===== config.mk =====
export PLATFORM = sky130hd
export DESIGN_NAME = rhgs_top
export DESIGN_NICKNAME = d
export VERILOG_FILES = /design/src/rhgs_pkg.sv /design/src/rhgs_port_power.sv /design/src/rhgs_top.sv
export SDC_FILE = /design/constraint.sdc
export NUM_CORES = 1
export LEC_CHECK = 0
export BUFFER_PORTS_ARGS = -buffer_cell sky130_fd_sc_hd__buf_2
export CAP_MARGIN = 5
export CORE_ASPECT_RATIO = 1.2
export CORE_UTILIZATION = 35
export CTS_CLUSTER_SIZE = 14
export DETAILED_ROUTE_END_ITERATION = 10
export HOLD_SLACK_MARGIN = 0.06
export PLACE_DENSITY = 0.86
export SYNTH_ARGS = -nofsm -noshare
export SYNTH_HDL_FRONTEND = slang
export SYNTH_SLANG_ARGS = --single-unit

===== constraint.sdc =====
create_clock -name CLK_SYS_I -period 3.95 [get_ports CLK_SYS_I]
set_clock_uncertainty 0.15 [all_clocks]
set_input_delay 0.1975 -clock CLK_SYS_I [delete_from_list [all_inputs] [get_ports CLK_SYS_I]]
set_output_delay 0.1975 -clock CLK_SYS_I [all_outputs]
set_load 0.05 [all_outputs]

===== src/rhgs_pkg.sv =====
package rhgs_pkg;
   // register location
   localparam logic [7:0] ROOT_HUB_GLOBAL_STATUS_OFS = 8'h50;
   localparam logic [31:0] ROOT_HUB_GLOBAL_STATUS_RST = 32'h00000000;
   // field positions
   localparam int CLEAR_GLOBAL_POWER_BIT = 0;
   localparam int OVERCURRENT_BIT        = 1;
   localparam int WAKE_ENABLE_BIT        = 15;
   localparam int SET_GLOBAL_POWER_BIT   = 16;
   localparam int OVERCURRENT_CHG_BIT    = 17;
   localparam int WAKE_CLEAR_BIT         = 31;
   // port count default
   localparam int NUM_PORTS_DEF = 4;
   // controller suspend states
   typedef enum logic [1:0] {
      RHGS_OPERATIONAL = 2'b00,
      RHGS_SUSPENDED   = 2'b01,
      RHGS_RESUMING    = 2'b11
   } rhgs_hc_state_t;
endpackage


===== src/rhgs_port_power.sv =====
// per-port power state, driven by global strobes or per-port commands
module rhgs_port_power #(
   parameter int NUM_PORTS = rhgs_pkg::NUM_PORTS_DEF
) (
   // clock and reset
   input  wire logic                 clk_i,
   input  wire logic                 reset_n_i,
   // commands
   input  wire logic                 global_on_i,
   input  wire logic                 global_off_i,
   input  wire logic                 per_port_mode_i,
   input  wire logic [NUM_PORTS-1:0] port_power_mask_i,
   input  wire logic [NUM_PORTS-1:0] port_on_i,
   input  wire logic [NUM_PORTS-1:0] port_off_i,
   // state
   output logic      [NUM_PORTS-1:0] port_power_state_o
);
   for (genvar p = 0; p < NUM_PORTS; p++) begin : g_port
      logic follows_global;
      // masked ports ignore global strobes only in per-port mode
      assign follows_global = !per_port_mode_i || !port_power_mask_i[p];
      always_ff @(posedge clk_i) begin
         if (!reset_n_i) begin
            port_power_state_o[p] <= 1'b0;
         end else if (follows_global && global_off_i) begin
            port_power_state_o[p] <= 1'b0;
         end else if (follows_global && global_on_i) begin
            port_power_state_o[p] <= 1'b1;
         end else if (per_port_mode_i && port_power_mask_i[p] && port_off_i[p]) begin
            port_power_state_o[p] <= 1'b0;
         end else if (per_port_mode_i && port_power_mask_i[p] && port_on_i[p]) begin
            port_power_state_o[p] <= 1'b1;
         end
      end
   end
endmodule


===== src/rhgs_top.sv =====
// Operation
// - the word holds hub status in bits 15..0 and hub status change in bits 31..16.
// - writing one to bit 31 clears the remote wake enable, zero does nothing.
// - hardware sets the overcurrent change flag whenever the overcurrent indicator changes.
// - bit 16 always reads zero.
// - in ganged mode a one in bit 16 powers every port on, zero does nothing.
// - in per-port mode a one in bit 16 powers on only ports with a clear mask bit.
// - with wake enabled, a connect change moves suspended to resuming and flags resume.
// - bit 15 reads the wake enable, writing one sets it, zero does nothing.
// - with global reporting the indicator reads one during overcurrent, else zero.
// - with per-port overcurrent protection the indicator always reads zero.
// - bit 0 always reads zero.
// - in ganged mode a one in bit 0 powers every port off, zero does nothing.
// - in per-port mode a one in bit 0 powers off only ports with a clear mask bit.
// - in per-port mode a set mask bit makes its port obey only per-port commands, a clear one global ones.
// - power switching mode zero is ganged, one is per-port.
module rhgs_top #(
   parameter int NUM_PORTS = rhgs_pkg::NUM_PORTS_DEF
) (
   // clock and reset
   input  wire logic                 CLK_SYS_I,
   input  wire logic                 RESET_N_I,
   // register access
   input  wire logic [7:0]           REG_ADDR_I,
   input  wire logic                 REG_WR_I,
   input  wire logic                 REG_RD_I,
   input  wire logic [31:0]          REG_WDATA_I,
   output logic      [31:0]          REG_RDATA_O,
   // hub configuration
   input  wire logic                 POWER_SWITCH_MODE_I,
   input  wire logic                 PER_PORT_OVERCURRENT_I,
   input  wire logic [NUM_PORTS-1:0] PORT_POWER_MASK_I,
   input  wire logic [NUM_PORTS-1:0] PORT_POWER_ON_I,
   input  wire logic [NUM_PORTS-1:0] PORT_POWER_OFF_I,
   // hub events
   input  wire logic                 OVERCURRENT_I,
   input  wire logic [NUM_PORTS-1:0] CONNECT_CHANGE_FLAG_I,
   input  wire logic                 SUSPEND_REQ_I,
   input  wire logic                 RESUME_DONE_I,
   // status out
   output logic [NUM_PORTS-1:0]      PORT_POWER_STATE_O,
   output logic                      REMOTE_WAKE_ENABLE_O,
   output logic                      HUB_OVERCURRENT_CHANGE_O,
   output logic [1:0]                HC_STATE_O,
   output logic                      RESUME_DETECTED_O
);
   // elaboration-time guard: the mask and state vectors serve 1..15 ports only
   if (NUM_PORTS < 1 || NUM_PORTS > 15) begin : g_bad_ports
      $error("NUM_PORTS must be 1..15");
   end

   logic                  hit_wr;
   logic                  hit_rd;
   logic                  remote_wake_enable_reg;
   logic                  hub_overcurrent_change_reg;
   logic                  oc_indicator;
   logic                  oc_indicator_reg;
   logic [31:0]           rdata_next;
   rhgs_pkg::rhgs_hc_state_t state_reg;

   // address decode at the single documented offset
   assign hit_wr = REG_WR_I && (REG_ADDR_I == rhgs_pkg::ROOT_HUB_GLOBAL_STATUS_OFS);
   assign hit_rd = REG_RD_I && (REG_ADDR_I == rhgs_pkg::ROOT_HUB_GLOBAL_STATUS_OFS);

   // indicator masked when overcurrent is reported per port
   assign oc_indicator = OVERCURRENT_I && !PER_PORT_OVERCURRENT_I;

   // wake enable: set strobe wins if both strobes are written together
   always_ff @(posedge CLK_SYS_I) begin
      if (!RESET_N_I) begin
         remote_wake_enable_reg <= 1'b0;
      end else if (hit_wr && REG_WDATA_I[rhgs_pkg::WAKE_ENABLE_BIT]) begin
         remote_wake_enable_reg <= 1'b1;
      end else if (hit_wr && REG_WDATA_I[rhgs_pkg::WAKE_CLEAR_BIT]) begin
         remote_wake_enable_reg <= 1'b0;
      end
   end

   // previous indicator, used to detect any edge
   always_ff @(posedge CLK_SYS_I) begin
      if (!RESET_N_I) begin
         oc_indicator_reg <= 1'b0;
      end else begin
         oc_indicator_reg <= oc_indicator;
      end
   end

   // change flag: a fresh change beats a same-cycle clear so none is lost
   always_ff @(posedge CLK_SYS_I) begin
      if (!RESET_N_I) begin
         hub_overcurrent_change_reg <= 1'b0;
      end else if (oc_indicator != oc_indicator_reg) begin
         hub_overcurrent_change_reg <= 1'b1;
      end else if (hit_wr && REG_WDATA_I[rhgs_pkg::OVERCURRENT_CHG_BIT]) begin
         hub_overcurrent_change_reg <= 1'b0;
      end
   end

   // suspend / resume tracking
   always_ff @(posedge CLK_SYS_I) begin
      if (!RESET_N_I) begin
         state_reg <= rhgs_pkg::RHGS_OPERATIONAL;
      end else begin
         case (state_reg)
            rhgs_pkg::RHGS_OPERATIONAL: begin
               if (SUSPEND_REQ_I) state_reg <= rhgs_pkg::RHGS_SUSPENDED;
            end
            rhgs_pkg::RHGS_SUSPENDED: begin
               if (remote_wake_enable_reg && |CONNECT_CHANGE_FLAG_I) begin
                  state_reg <= rhgs_pkg::RHGS_RESUMING;
               end
            end
            rhgs_pkg::RHGS_RESUMING: begin
               if (RESUME_DONE_I) state_reg <= rhgs_pkg::RHGS_OPERATIONAL;
            end
            default: state_reg <= rhgs_pkg::RHGS_OPERATIONAL;
         endcase
      end
   end

   // one-cycle resume-detected pulse on the wake transition
   always_ff @(posedge CLK_SYS_I) begin
      if (!RESET_N_I) begin
         RESUME_DETECTED_O <= 1'b0;
      end else begin
         RESUME_DETECTED_O <= (state_reg == rhgs_pkg::RHGS_SUSPENDED)
                              && remote_wake_enable_reg && |CONNECT_CHANGE_FLAG_I;
      end
   end

   // read image; local power bits and reserved bits read zero
   always_comb begin
      rdata_next                                  = 32'h00000000;
      rdata_next[rhgs_pkg::OVERCURRENT_BIT]       = oc_indicator;
      rdata_next[rhgs_pkg::WAKE_ENABLE_BIT]       = remote_wake_enable_reg;
      rdata_next[rhgs_pkg::OVERCURRENT_CHG_BIT]   = hub_overcurrent_change_reg;
   end

   // read data registered, held between reads
   always_ff @(posedge CLK_SYS_I) begin
      if (!RESET_N_I) begin
         REG_RDATA_O <= rhgs_pkg::ROOT_HUB_GLOBAL_STATUS_RST;
      end else if (hit_rd) begin
         REG_RDATA_O <= rdata_next;
      end
   end

   // port power switching; global strobes come straight from the write
   rhgs_port_power #(
      .NUM_PORTS (NUM_PORTS)
   ) u_port_power (
      .clk_i              (CLK_SYS_I),
      .reset_n_i          (RESET_N_I),
      .global_on_i        (hit_wr && REG_WDATA_I[rhgs_pkg::SET_GLOBAL_POWER_BIT]),
      .global_off_i       (hit_wr && REG_WDATA_I[rhgs_pkg::CLEAR_GLOBAL_POWER_BIT]),
      .per_port_mode_i    (POWER_SWITCH_MODE_I),
      .port_power_mask_i  (PORT_POWER_MASK_I),
      .port_on_i          (PORT_POWER_ON_I),
      .port_off_i         (PORT_POWER_OFF_I),
      .port_power_state_o (PORT_POWER_STATE_O)
   );

   assign REMOTE_WAKE_ENABLE_O     = remote_wake_enable_reg;
   assign HUB_OVERCURRENT_CHANGE_O = hub_overcurrent_change_reg;
   assign HC_STATE_O               = state_reg;
endmodule


Yosys cells after proc, flatten, opt, wreduce, memory -nomap -nowiden
Cells that the tools add are included.

$add $sub $neg: 0. $mul: 0. Divide/modulo/power cells: 0. $lt $le $gt $ge: 0. Eq/ne operators: 7. Shift-type cells: 0. Muxes and demuxes: 20. Bitwise gates (word level): 1. Reduce and logical (&&, ||, !) cells: 54.

Operators with widths (number): $logic_and 1x1->1 (31); $mux 1 (16); $reduce_bool 3->1 (4); $eq 8x7->1 const B (1); $reduce_or 2->1 (4); $logic_not 1->1 (6); $mux 2 (3); $ne 2x2->1 const B (3); $pmux 2 s3 (1); $logic_or 1x1->1 (4); $reduce_bool 2->1 (2); $reduce_or 4->1 (1); $reduce_and 3->1 (1); $eq 2x1->1 const B (1); $eq 2x2->1 const B (1); $logic_not 2->1 (1); $ne 1x1->1 (1); $not 1->1 (1).

Register bits: 13. Bits in latches: 0. RAM bits: 0. ROM bits: 0. Input port bits: 65. Output and inout port bits: 41. Logic and storage cells: 92. Memories kept: 0.

Longest topological paths before layout
Gate-level depths: netlist (run 1).

Depth in word-level cells: 5. Depth in mapped cells: 5. Mapped depth without buffers: 3.

Cells and area by module
From an unflattened synthesis (run 1), not the netlist that was laid out.

Cell total of the unflattened synthesis: 101. Area, all modules: 849.6 um^2.

Modules (own cells, without submodules): rhgs_top (instances 1, cells each 75, area an instance 634.4 um^2); rhgs_port_power (instances 1, cells each 26, area an instance 215.2 um^2).

Least setup slack after synthesis (run 1)
OpenSTA, ideal clock, no wires.

Kind: input -> register. Start point: input REG_ADDR_I[1]. End point: register hub_overcurrent_change_reg (netlist: HUB_OVERCURRENT_CHANGE_O). Library setup time: 0.133 ns. Data arrival time: 1.166 ns. Required time: 3.667 ns. Path slack: 2.502 ns. Cell stages on the path: 4. Buffers on the path: 1. Cells stage by stage: or4_1 -> buf_2 -> o31ai_1 -> a21oi_1.

Longest elaborated chain between the ends: 4.

Ends and longest elaborated chain: from (decl) (line rhgs_top.sv:24) `input wire logic [7:0] REG_ADDR_I,`; $eq 8x7->1 (line rhgs_top.sv:62) `assign hit_wr = REG_WR_I && (REG_ADDR_I == rhgs_pkg::ROOT_HUB_GLOBAL_STATUS_OFS);`; $logic_and 1x1->1 (line rhgs_top.sv:62); $logic_and 1x1->1 (line rhgs_top.sv:94) `end else if (hit_wr && REG_WDATA_I[rhgs_pkg::OVERCURRENT_CHG_BIT]) begin`; $reduce_bool 2->1 (no line); to (signal assigned) (line rhgs_top.sv:91) `hub_overcurrent_change_reg <= 1'b0;`; to (signal assigned) (line rhgs_top.sv:93) `hub_overcurrent_change_reg <= 1'b1;`; to (signal assigned) (line rhgs_top.sv:95) `hub_overcurrent_change_reg <= 1'b0;`; to (decl) (line rhgs_top.sv:55) `logic hub_overcurrent_change_reg;`.

Every way passes these cells. A chain may end at the register's enable or synchronous reset.

Worst setup path in the final report (run 1)
Start point: input CONNECT_CHANGE_FLAG_I[1]. End point: register state_reg[1] (netlist: HC_STATE_O[1]).

Longest elaborated chain between the ends: 4.

Ends and longest elaborated chain: from (decl) (line rhgs_top.sv:37) `input wire logic [NUM_PORTS-1:0] CONNECT_CHANGE_FLAG_I,`; $reduce_or 4->1 (line rhgs_top.sv:109) `if (remote_wake_enable_reg && |CONNECT_CHANGE_FLAG_I) begin`; $logic_and 1x1->1 (line rhgs_top.sv:109); $ne 2x2->1 (no line); $reduce_and 3->1 (no line); to (signal assigned) (line rhgs_top.sv:110) `state_reg <= rhgs_pkg::RHGS_RESUMING;`; to (signal assigned) (line rhgs_top.sv:114) `if (RESUME_DONE_I) state_reg <= rhgs_pkg::RHGS_OPERATIONAL;`; to (signal assigned) (line rhgs_top.sv:116) `default: state_reg <= rhgs_pkg::RHGS_OPERATIONAL;`; to (decl) (line rhgs_top.sv:59) `rhgs_pkg::rhgs_hc_state_t state_reg;`.

Every way passes these cells.

==> summary.md, run 1 <==
| Metric | Value |
|---|---|
| WL met3 | `141 um` |
| Antenna violations before repair | `0` |
| Largest buffer count on any clock path | `2` |
| Die W | `48.1 um` |
| Total iterations of the first detailed-routing run | `4` |
| Number of flip-flops in the largest register | `4` |
| Peak VDD IR | `0.000159 V` |
| Clock slew at the register clock pins of the worst setup and hold paths | `80 ps` |
| HPWL after detailed placement | `1590 um` |
| Core outline area | `0.00235 mm^2` |
| Max-slew headroom | `47.6%` |
| Vias per cell | `4.47` |
| Worst path max stage delay | `590 ps` |
| CTS tree | `yes` |
| Final period utilization | `48.7%` |
| Maximum number of pins on one net before global-route repair | `12` |
| Starting Density | `37.9%` |
| Insertion delay of the later-clocked pin in the worst-skew pair | `270 ps` |
| Post-synth top area share | `29.2%` |
| Number of warnings issued by yosys | `0` |
| Cell count after synthesis | `107` |
| Largest cells by area after synthesis | `dfxtp_1, buf_4, o31ai_1` |
| Vias after detailed routing | `871` |
| Mean instance size in the synthesized netlist | `8.33 um^2` |
| Detail-routed net length per standard cell | `10.4 um` |
| Cell family with the largest share of critical-path delay | `buffers and inverters` |
| Final estimated routing congestion in global placement | `0.765` |
| Least-Margin Pin Slew | `780 ps` |
| Total routing resource utilization after global routing | `15.3%` |
| Required time of the critical path | `3970 ps` |
| Arrival time worst endpoint | `1940 ps` |
| Fmax | `0.520 GHz` |
| Post-synth top area cell | `dfxtp_1` |
| Post-place instance area | `0.00105 mm^2` |
| Post-cts sizing count | `0` |
| Startpoint type of the worst setup path | `input pin` |
| Cell Area, Synth | `891 um^2` |
| Global-route wire length before repair | `3040 um` |
| Antenna-violating nets left | `0` |
| Number of buffer and inverter stages on the critical path | `3` |
| Most common cell type on the critical path | `dlygate4sd3_1` |
| Sequence of cells on the critical path | `dlygate4sd3_1, buf_2, nor4_1, dlygate4sd3_1, nor2_1, a41o_1` |
| Die extent in y | `57.3 um` |
| Total negative setup slack | `0 ps` |
| # nets final | `230` |
| I/O pin count | `106` |
| Slew Viols, Final | `0` |
| Length of routed wiring on met1 | `873 um` |
| Number of rows created at floorplan | `19` |
| Detailed Route Iter0 Violations | `3` |
| Final worst hold slack | `68.6 ps` |
| Antenna cells | `0` |
| H-Tree Level Count | `1` |
| Congestion Overflow GR | `0` |
| Total power | `0.354 mW` |
| Post-route cell area | `0.00116 mm^2` |
| Wire length after detailed routing | `2030 um` |
| RSZ-0062 raised after global routing | `no` |
| Synthesis-to-layout area growth | `30.2%` |
| Total clock sinks | `13` |
| Commonest cells after routing, fill and taps aside | `buf_2, conb_1, dfxtp_1` |
| Final count of hold timing violations | `0` |
| # port buffers | `49` |
| Seq/Total Area, Yosys | `29.2%` |
| Static Leakage | `0.605 nW` |
| Nature of the critical path endpoint | `flip-flop` |
| Power density over the cells | `305 mW/mm^2` |
| Cell at the root of the clock tree | `clkbuf_4` |
| Highest routed metal layer | `met4` |
| Outcome | `finished clean` |
| Final-report setup violation count | `0` |
| Flip-flop and latch count after synthesis | `13` |
| Final core utilization | `49.3%` |
| Reg2Reg Setup Slack | `2570 ps` |
| Number of global-route vias before repair | `748` |
| Post-route DRC violation count | `0` |
| Top register by number of flip-flops | `u_port_power.port_power_state_o` |
| Commonest non-fill, non-tap cell in the layout | `buf_2` |
| Number of violations of the max-capacitance limit | `0` |
| Master of the slowest instance on the critical path | `dlygate4sd3_1` |
| Final critical-path required period | `1920 ps` |
| Crit path max fanout | `2` |
| Share of layout cells above drive strength 1 | `34.1%` |
| Detail Route met2 WL | `1010 um` |
| Total CTS buffers | `3` |
| Distinct cells, synth | `27` |
| Type of the setup path with the least slack | `in -> reg` |
| Min-delay worst type | `in -> reg` |
| Total Die Area | `0.00275 mm^2` |
[power breakdown]
group	switching [mW]	internal, mW
registers	0.00420	0.136
logic	0.101	0.0316
clock network	0.0418	0.0390
total	0.147	0.207
[metrics by stage]
stage | instances | setup WS, ps
floorplan | 135 | 2500
global placement | 183 | 2250
detailed placement | 183 | 2230
CTS | 195 | 2040
global route | 195 | 1950
finish | 195 | 2030
[layer usage]
layer,global-route usage [%],up-vias
li1,-,441
met2,25.7,46
met3,3.80,2
met4,4.76,0
met1,18.5,382
met5,0,-
[synth_stat cells, drive strengths merged]
library cell / number
a21oi: 6
a31o: 1
a31oi: 4
a41o: 2
and2: 5
buf: 31
clkbuf: 2
conb: 1
dfxtp: 13
inv: 3
nand2: 7
nand4: 4
nand4b: 2
nand4bb: 1
nor2: 5
nor2b: 1
nor3: 1
nor4: 3
nor4bb: 1
o21bai: 1
o31a: 3
o31ai: 8
or4: 1
xnor2: 1
[path summary, 6_finish.rpt]
path | from | end | cells after the start
hold / removal | REG_RD_I | REG_RDATA_O[1]$_SDFFE_PN0P_ | 3
setup / recovery | CONNECT_CHANGE_FLAG_I[1] | HC_STATE_O[1]$_SDFFE_PN0P_ | 6
setup reg to reg | HC_STATE_O[0]$_SDFFE_PN0P_ | HC_STATE_O[0]$_SDFFE_PN0P_ | 3
hold reg to reg | REG_RDATA_O[17]$_SDFFE_PN0P_ | REG_RDATA_O[17]$_SDFFE_PN0P_ | 2
[cells by family (layout without fill, tap and decap cells)]
| group | count (synthesis) | in the layout | synth area share, % |
|---|---|---|---|
| AND/OR/NAND/NOR | 31 | 31 | 21.9 |
| other | 1 | 29 | 0.421 |
| flip-flops | 13 | 13 | 29.2 |
| XOR/XNOR | 1 | 1 | 0.983 |
| AO/OA/AOI/OAI | 25 | 25 | 19.9 |
| buffers and inverters | 36 | 65 | 27.5 |
[worst min-delay path, cell delays in order]
cell     delay, ps
buf_2          120
nand4_1         70
a21oi_1         50
[what timing repair did]
item | in CTS | in global routing
hold endpoints to repair | 6 | 0
buffers inserted | 0 | 0
endpoints found under the setup margin | 0 | 0
hold buffers | 8 | 0
[final cells by class]
class                      count  area [um^2]
timing repair buffer          58          333
inverter                       3         11.3
clock buffer                   4         26.3
tap                           31         38.8
multi-input combinational     86          490
sequential                    13          260
fill                         255         1190
Note: power is estimated with default switching activity, not from simulation.
==> inputs of run 2 (changes only) <==
CORE_UTILIZATION = 29   (was 35)
PLACE_DENSITY = 0.76   (was 0.86)
clock period = 1.65 ns   (was 3.95 ns; I/O delays follow)
==> run 2 against run 1 <==
Against the previous run: critical endpoint is now u_port_power.port_power_state_o[1]$_SDFFE_PP0P_; sequential power rose by 140%; via count rose by 14%; total power grew to 2.5 times the previous value; first-iteration DRC count grew to 6.3 times the previous value; flip-flop and latch count stayed put.
==> summary.md, run 2 (synthesized netlist as in run 1, its figures left out) <==
| Metric | Value |
|---|---|
| H-Tree Level Count | `1` |
| Outcome | `finished clean` |
| Placed Instances | `187` |
| Cell at the root of the clock tree | `clkbuf_4` |
| Capture point of the worst reg-to-reg path | `u_port_power.port_power_state_o[1]$_SDFFE_PP0P_` |
| Antenna-violating nets left | `0` |
| Share of layout cells above drive strength 1 | `31.6%` |
| WL met3 | `190 um` |
| Clock slew at the register clock pins of the worst setup and hold paths | `80 ps` |
| Setup slack after layout | `39.7 ps` |
| Final-report setup violation count | `0` |
| I/O pin count | `106` |
| Number of rows created at floorplan | `21` |
| Vias after detailed routing | `991` |
| Min-delay worst type | `in -> reg` |
| Hold Crit Depth | `3` |
| Count of fill cells added during filler insertion | `277` |
| Die extent in y | `62.7 um` |
| Antenna violations before repair | `0` |
| Commonest cells after routing, fill and taps aside | `buf_2, dlygate4sd3_1, conb_1` |
| Post-place instance area | `0.00106 mm^2` |
| # nets final | `253` |
| Highest routed metal layer | `met4` |
| Final estimated routing congestion in global placement | `0.699` |
| Core outline area | `0.00286 mm^2` |
| Total clock sinks | `13` |
| Post-route cell area | `0.00141 mm^2` |
| Antenna cells | `0` |
| Final Non-Filler Cells | `221` |
| Post-CTS setup repair buffer count | `0` |
| Congestion Overflow GR | `0` |
| Worst reg2reg path depth | `4` |
| Final worst hold slack | `65.7 ps` |
| Crit path max fanout | `4` |
| Total iterations of the first detailed-routing run | `3` |
| Capturing element of the worst setup path | `u_port_power.port_power_state_o[1]$_SDFFE_PP0P_` |
| Global-route wire length before repair | `3960 um` |
| Number of violations of the max-capacitance limit | `0` |
| Arrival time worst endpoint | `1640 ps` |
| Static Leakage | `0.697 nW` |
| Int Power | `0.530 mW` |
| Wire length after detailed routing | `2430 um` |
| DP Worst Slack | `98.5 ps` |
| Detail Route met2 WL | `1250 um` |
| Starting Density | `31.1%` |
| Nature of the critical path endpoint | `flip-flop` |
| Post-route DRC violation count | `0` |
| Total Die Area | `0.00330 mm^2` |
| Length of routed wiring on met1 | `952 um` |
| Sequential share of power | `37.5%` |
| Number of flip-flops in the largest register | `4` |
| Power density over the cells | `639 mW/mm^2` |
| Required time of the critical path | `1680 ps` |
| Die W | `52.6 um` |
| Type of the setup path with the least slack | `in -> reg` |
| Final core utilization | `49.1%` |
| Startpoint type of the worst setup path | `input pin` |
| Insertion delay of the later-clocked pin in the worst-skew pair | `280 ps` |
| Reg2Reg Setup Slack | `150 ps` |
| Final count of hold timing violations | `0` |
| Detail-routed net length per standard cell | `11.0 um` |
| Combinational share of power | `40.2%` |
| Vias per cell | `4.48` |
| Sequential cell area | `260 um^2` |
| Total power | `0.898 mW` |
| Synthesis-to-layout area growth | `57.7%` |
| RSZ-0062 raised after global routing | `no` |
| Launch point of the critical path | `POWER_SWITCH_MODE_I` |
| Final period utilization | `97.6%` |
| Maximum number of pins on one net before global-route repair | `12` |
| Detailed Route Iter0 Violations | `19` |
| Reg2reg start | `u_port_power.port_power_state_o[1]$_SDFFE_PP0P_` |
| Largest buffer count on any clock path | `2` |
| Peak VDD IR | `0.000260 V` |
| Final critical-path required period | `1610 ps` |
| Area of the multi-input gates | `498 um^2` |
| # port buffers | `49` |
| Sw power | `0.368 mW` |
| Top register by number of flip-flops | `u_port_power.port_power_state_o` |
| CTS tree | `yes` |
| Total routing resource utilization after global routing | `15.7%` |
| Total CTS buffers | `3` |
| HPWL after detailed placement | `1600 um` |
| Total negative setup slack | `0 ps` |
| Hold_sp | `REG_WDATA_I[16]` |
| Switching part of the total | `41.0%` |
| Fmax | `0.621 GHz` |
| Slew Viols, Final | `0` |
| Part of the power in the clock network | `22.3%` |
| Number of global-route vias before repair | `984` |
| Commonest non-fill, non-tap cell in the layout | `buf_2` |
[run 2: cell count changes in the layout (fill, tap and decap cells not counted)]
| cell | change |
|---|---|
| buf_2 | -1 |
| and2_1 | -1 |
| o31ai_2 | +1 |
| and2_4 | +1 |
| buf_4 | +1 |
| o31ai_1 | -1 |
| dlygate4sd3_1 | +22 |
| buf_6 | +1 |
[run 2: worst min-delay path by stage]
stage / to / slack [ps]
floorplan: REG_RDATA_O[1]$_SDFFE_PN0P_ / 80
global placement: HC_STATE_O[0]$_SDFFE_PN0P_ / 200
detailed placement: u_port_power.port_power_state_o[2]$_SDFFE_PP0P_ / 210
CTS: u_port_power.port_power_state_o[0]$_SDFFE_PP0P_ / 70
global route: u_port_power.port_power_state_o[0]$_SDFFE_PP0P_ / 80
finish: u_port_power.port_power_state_o[0]$_SDFFE_PP0P_ / 70
[run 2: area by class of cell]
class | count | share of cell area [%]
clock buffer | 4 | 1.87
timing repair buffer | 81 | 40.3
inverter | 3 | 0.801
sequential | 13 | 18.5
tap | 34 | 3.03
multi-input combinational | 86 | 35.4
[run 2: repair_timing]
item | CTS | global route
hold endpoints to repair | 13 | 0
hold buffers | 31 | 0
endpoints found under the setup margin | 0 | 3
resized for setup | 0 | 3
[run 2: per-layer routing]
metal  vias to the layer above  global-route usage, %
met1                       446                   17.5
met3                         5                   2.92
met4                         0                   4.93
met5                         -                      0
met2                        52                   28.5
li1                        488                      -
[run 2: power groups by stage]
stage               Sequential (mW)  Clock [mW]  Combinational [mW]
CTS                           0.337       0.206               0.355
finish                        0.337       0.200               0.361
floorplan                     0.384           0               0.246
global route                  0.339       0.222               0.384
detailed placement            0.345           0               0.303
global placement              0.344           0               0.301
[run 2: critical path, cell delays in order]
cell,delay (ps)
dlygate4sd3_1,550
buf_6,110
and2_1,140
o31ai_1,70
dlygate4sd3_1,580
o31a_1,110
==> inputs of run 3 (changes only) <==
CELL_PAD_IN_SITES_DETAIL_PLACEMENT = 1   (was unset)
CELL_PAD_IN_SITES_GLOBAL_PLACEMENT = 2   (was unset)
CORE_UTILIZATION = 13   (was 29)
PLACE_DENSITY = 0.75   (was 0.76)
==> run 3 against run 2 <==
Against the previous run: final cell count is 20% higher; largest power group unchanged; non-clock buffer count fell by 7; register-to-register slack lost 60 ps; largest cell class is now multi-input gates.
==> summary.md, run 3 (synthesized netlist as in run 1, its figures left out) <==
| Metric | Value |
|---|---|
| Outcome | `finished clean` |
| Type of the setup path with the least slack | `in -> reg` |
| Nature of the critical path endpoint | `flip-flop` |
| Detail-routed net length per standard cell | `11.0 um` |
| Largest buffer count on any clock path | `2` |
| Total iterations of the first detailed-routing run | `4` |
| CTS tree | `yes` |
| # nets final | `246` |
| Commonest cells after routing, fill and taps aside | `buf_2, conb_1, dlygate4sd3_1` |
| Wire length after detailed routing | `2900 um` |
| Total Die Area | `0.00719 mm^2` |
| Core outline area | `0.00653 mm^2` |
| Insertion delay of the later-clocked pin in the worst-skew pair | `240 ps` |
| Arrival time worst endpoint | `1580 ps` |
| Post-route DRC violation count | `0` |
| Fmax | `0.624 GHz` |
| Maximum number of pins on one net before global-route repair | `12` |
| Final critical-path required period | `1600 ps` |
| Top register by number of flip-flops | `u_port_power.port_power_state_o` |
| Antenna-violating nets left | `0` |
| Number of violations of the max-capacitance limit | `0` |
| Met1 track utilization from global routing | `8.32%` |
| Static Leakage | `0.699 nW` |
| Starting Density | `13.7%` |
| Total CTS buffers | `3` |
| Final worst hold slack | `59.4 ps` |
| Die W | `77.6 um` |
| Total negative setup slack | `0 ps` |
| Area of the multi-input gates | `528 um^2` |
| Synthesis-to-layout area growth | `63.5%` |
| Min-delay worst type | `in -> reg` |
| I/O pin count | `106` |
| Met3 GRT Util | `1.97%` |
| Final estimated routing congestion in global placement | `0.618` |
| Final-report setup violation count | `0` |
| H-Tree Level Count | `1` |
| Clock slew at the register clock pins of the worst setup and hold paths | `60 ps` |
| Placed Instances | `238` |
| Share of layout cells above drive strength 1 | `35.0%` |
| Antenna violations before repair | `0` |
| HPWL after detailed placement | `2170 um` |
| Switching part of the total | `39.2%` |
| Met2 routing resource usage after global routing | `14.3%` |
| Power density over the cells | `675 mW/mm^2` |
| RSZ-0062 raised after global routing | `no` |
| Number of global-route vias before repair | `920` |
| Sequential share of power | `34.3%` |
| Number of flip-flops in the largest register | `4` |
| Number of rows created at floorplan | `32` |
| Hold Crit Depth | `4` |
| Vias per cell | `3.65` |
| Final Non-Filler Cells | `265` |
| Required time of the critical path | `1630 ps` |
| Commonest non-fill, non-tap cell in the layout | `buf_2` |
| Die extent in y | `92.7 um` |
| Cell at the root of the clock tree | `clkbuf_8` |
| Combinational share of power | `36.3%` |
| Vias after detailed routing | `966` |
| Worst reg2reg path depth | `3` |
| Final period utilization | `97.1%` |
| GR peak layer | `met2` |
| Global-route wire length before repair | `4310 um` |
| Final core utilization | `22.3%` |
| Int Power | `0.598 mW` |
| Total routing resource utilization after global routing | `7.78%` |
| Slew Viols, Final | `0` |
| Count of fill cells added during filler insertion | `780` |
| Peak VDD IR | `0.000172 V` |
| Congestion Overflow GR | `0` |
| Antenna cells | `0` |
| Startpoint type of the worst setup path | `input pin` |
| Detailed Route Iter0 Violations | `26` |
| Total clock sinks | `13` |
| Sequential cell area | `260 um^2` |
| Part of the power in the clock network | `29.3%` |
| Sw power | `0.385 mW` |
| Final count of hold timing violations | `0` |
| Crit path max fanout | `3` |
| # port buffers | `49` |
[run 3: changes by cell type in the layout (fill, tap and decap cells not counted), sizes merged]
| cell | change |
|---|---|
| dlymetal6s4s | +1 |
| buf | +1 |
| dlygate4sd3 | -9 |
[run 3: timing repair]
item / 4_1_cts / 5_1_grt
hold buffers: 20 / 3
hold endpoints to repair: 12 / 2
setup buffers: 0 / 2
resized for setup: 0 / 8
setup endpoints to repair: 0 / 3
[run 3: area by class of cell]
cell class,count,share of cell area [%]
Multi-Input combinational cell,86,36.3
Inverter,3,0.773
Tap cell,85,7.30
Timing Repair Buffer,74,34.7
Sequential cell,13,17.9
Clock buffer,4,3.09
[run 3: layer usage]
layer	share of wire [%]	up-vias
met5	0	-
met4	1.0	0
met3	7.4	4
met2	49	49
met1	42	441
li1	-	472
[run 3: through the flow]
step	power, mW	worst slack (ps)	instance area, um^2
2_1_floorplan	0.630	317	996
3_3_place_gp	0.650	54.6	1130
3_5_place_dp	0.654	55.4	1130
4_1_cts	0.979	11.8	1370
5_1_grt	1.03	16.0	1460
6_report	0.984	47.6	1460
[run 3: worst paths after layout]
kind                                                   start                                              end  slack, ps
max                                            OVERCURRENT_I                      oc_indicator_reg$_SDFF_PN0_         50
min reg2reg                      REG_RDATA_O[1]$_SDFFE_PN0P_                      REG_RDATA_O[1]$_SDFFE_PN0P_        320
min                                       PORT_POWER_ON_I[1]  u_port_power.port_power_state_o[1]$_SDFFE_PP0P_         60
max reg2reg  u_port_power.port_power_state_o[0]$_SDFFE_PP0P_  u_port_power.port_power_state_o[0]$_SDFFE_PP0P_         90
[run 3: power groups by stage]
stage | sequential (mW) | combinational [mW] | clock (mW)
global placement | 0.345 | 0.306 | 0
global route | 0.340 | 0.379 | 0.315
CTS | 0.338 | 0.340 | 0.301
detailed placement | 0.345 | 0.309 | 0
floorplan | 0.384 | 0.246 | 0
finish | 0.338 | 0.357 | 0.289
[run 3: critical path, stage by stage]
cell and delay [ps]:
buf_2 90, nor2b_2 150, dlygate4sd3_1 550, and2_1 150
dlygate4sd3_1 550
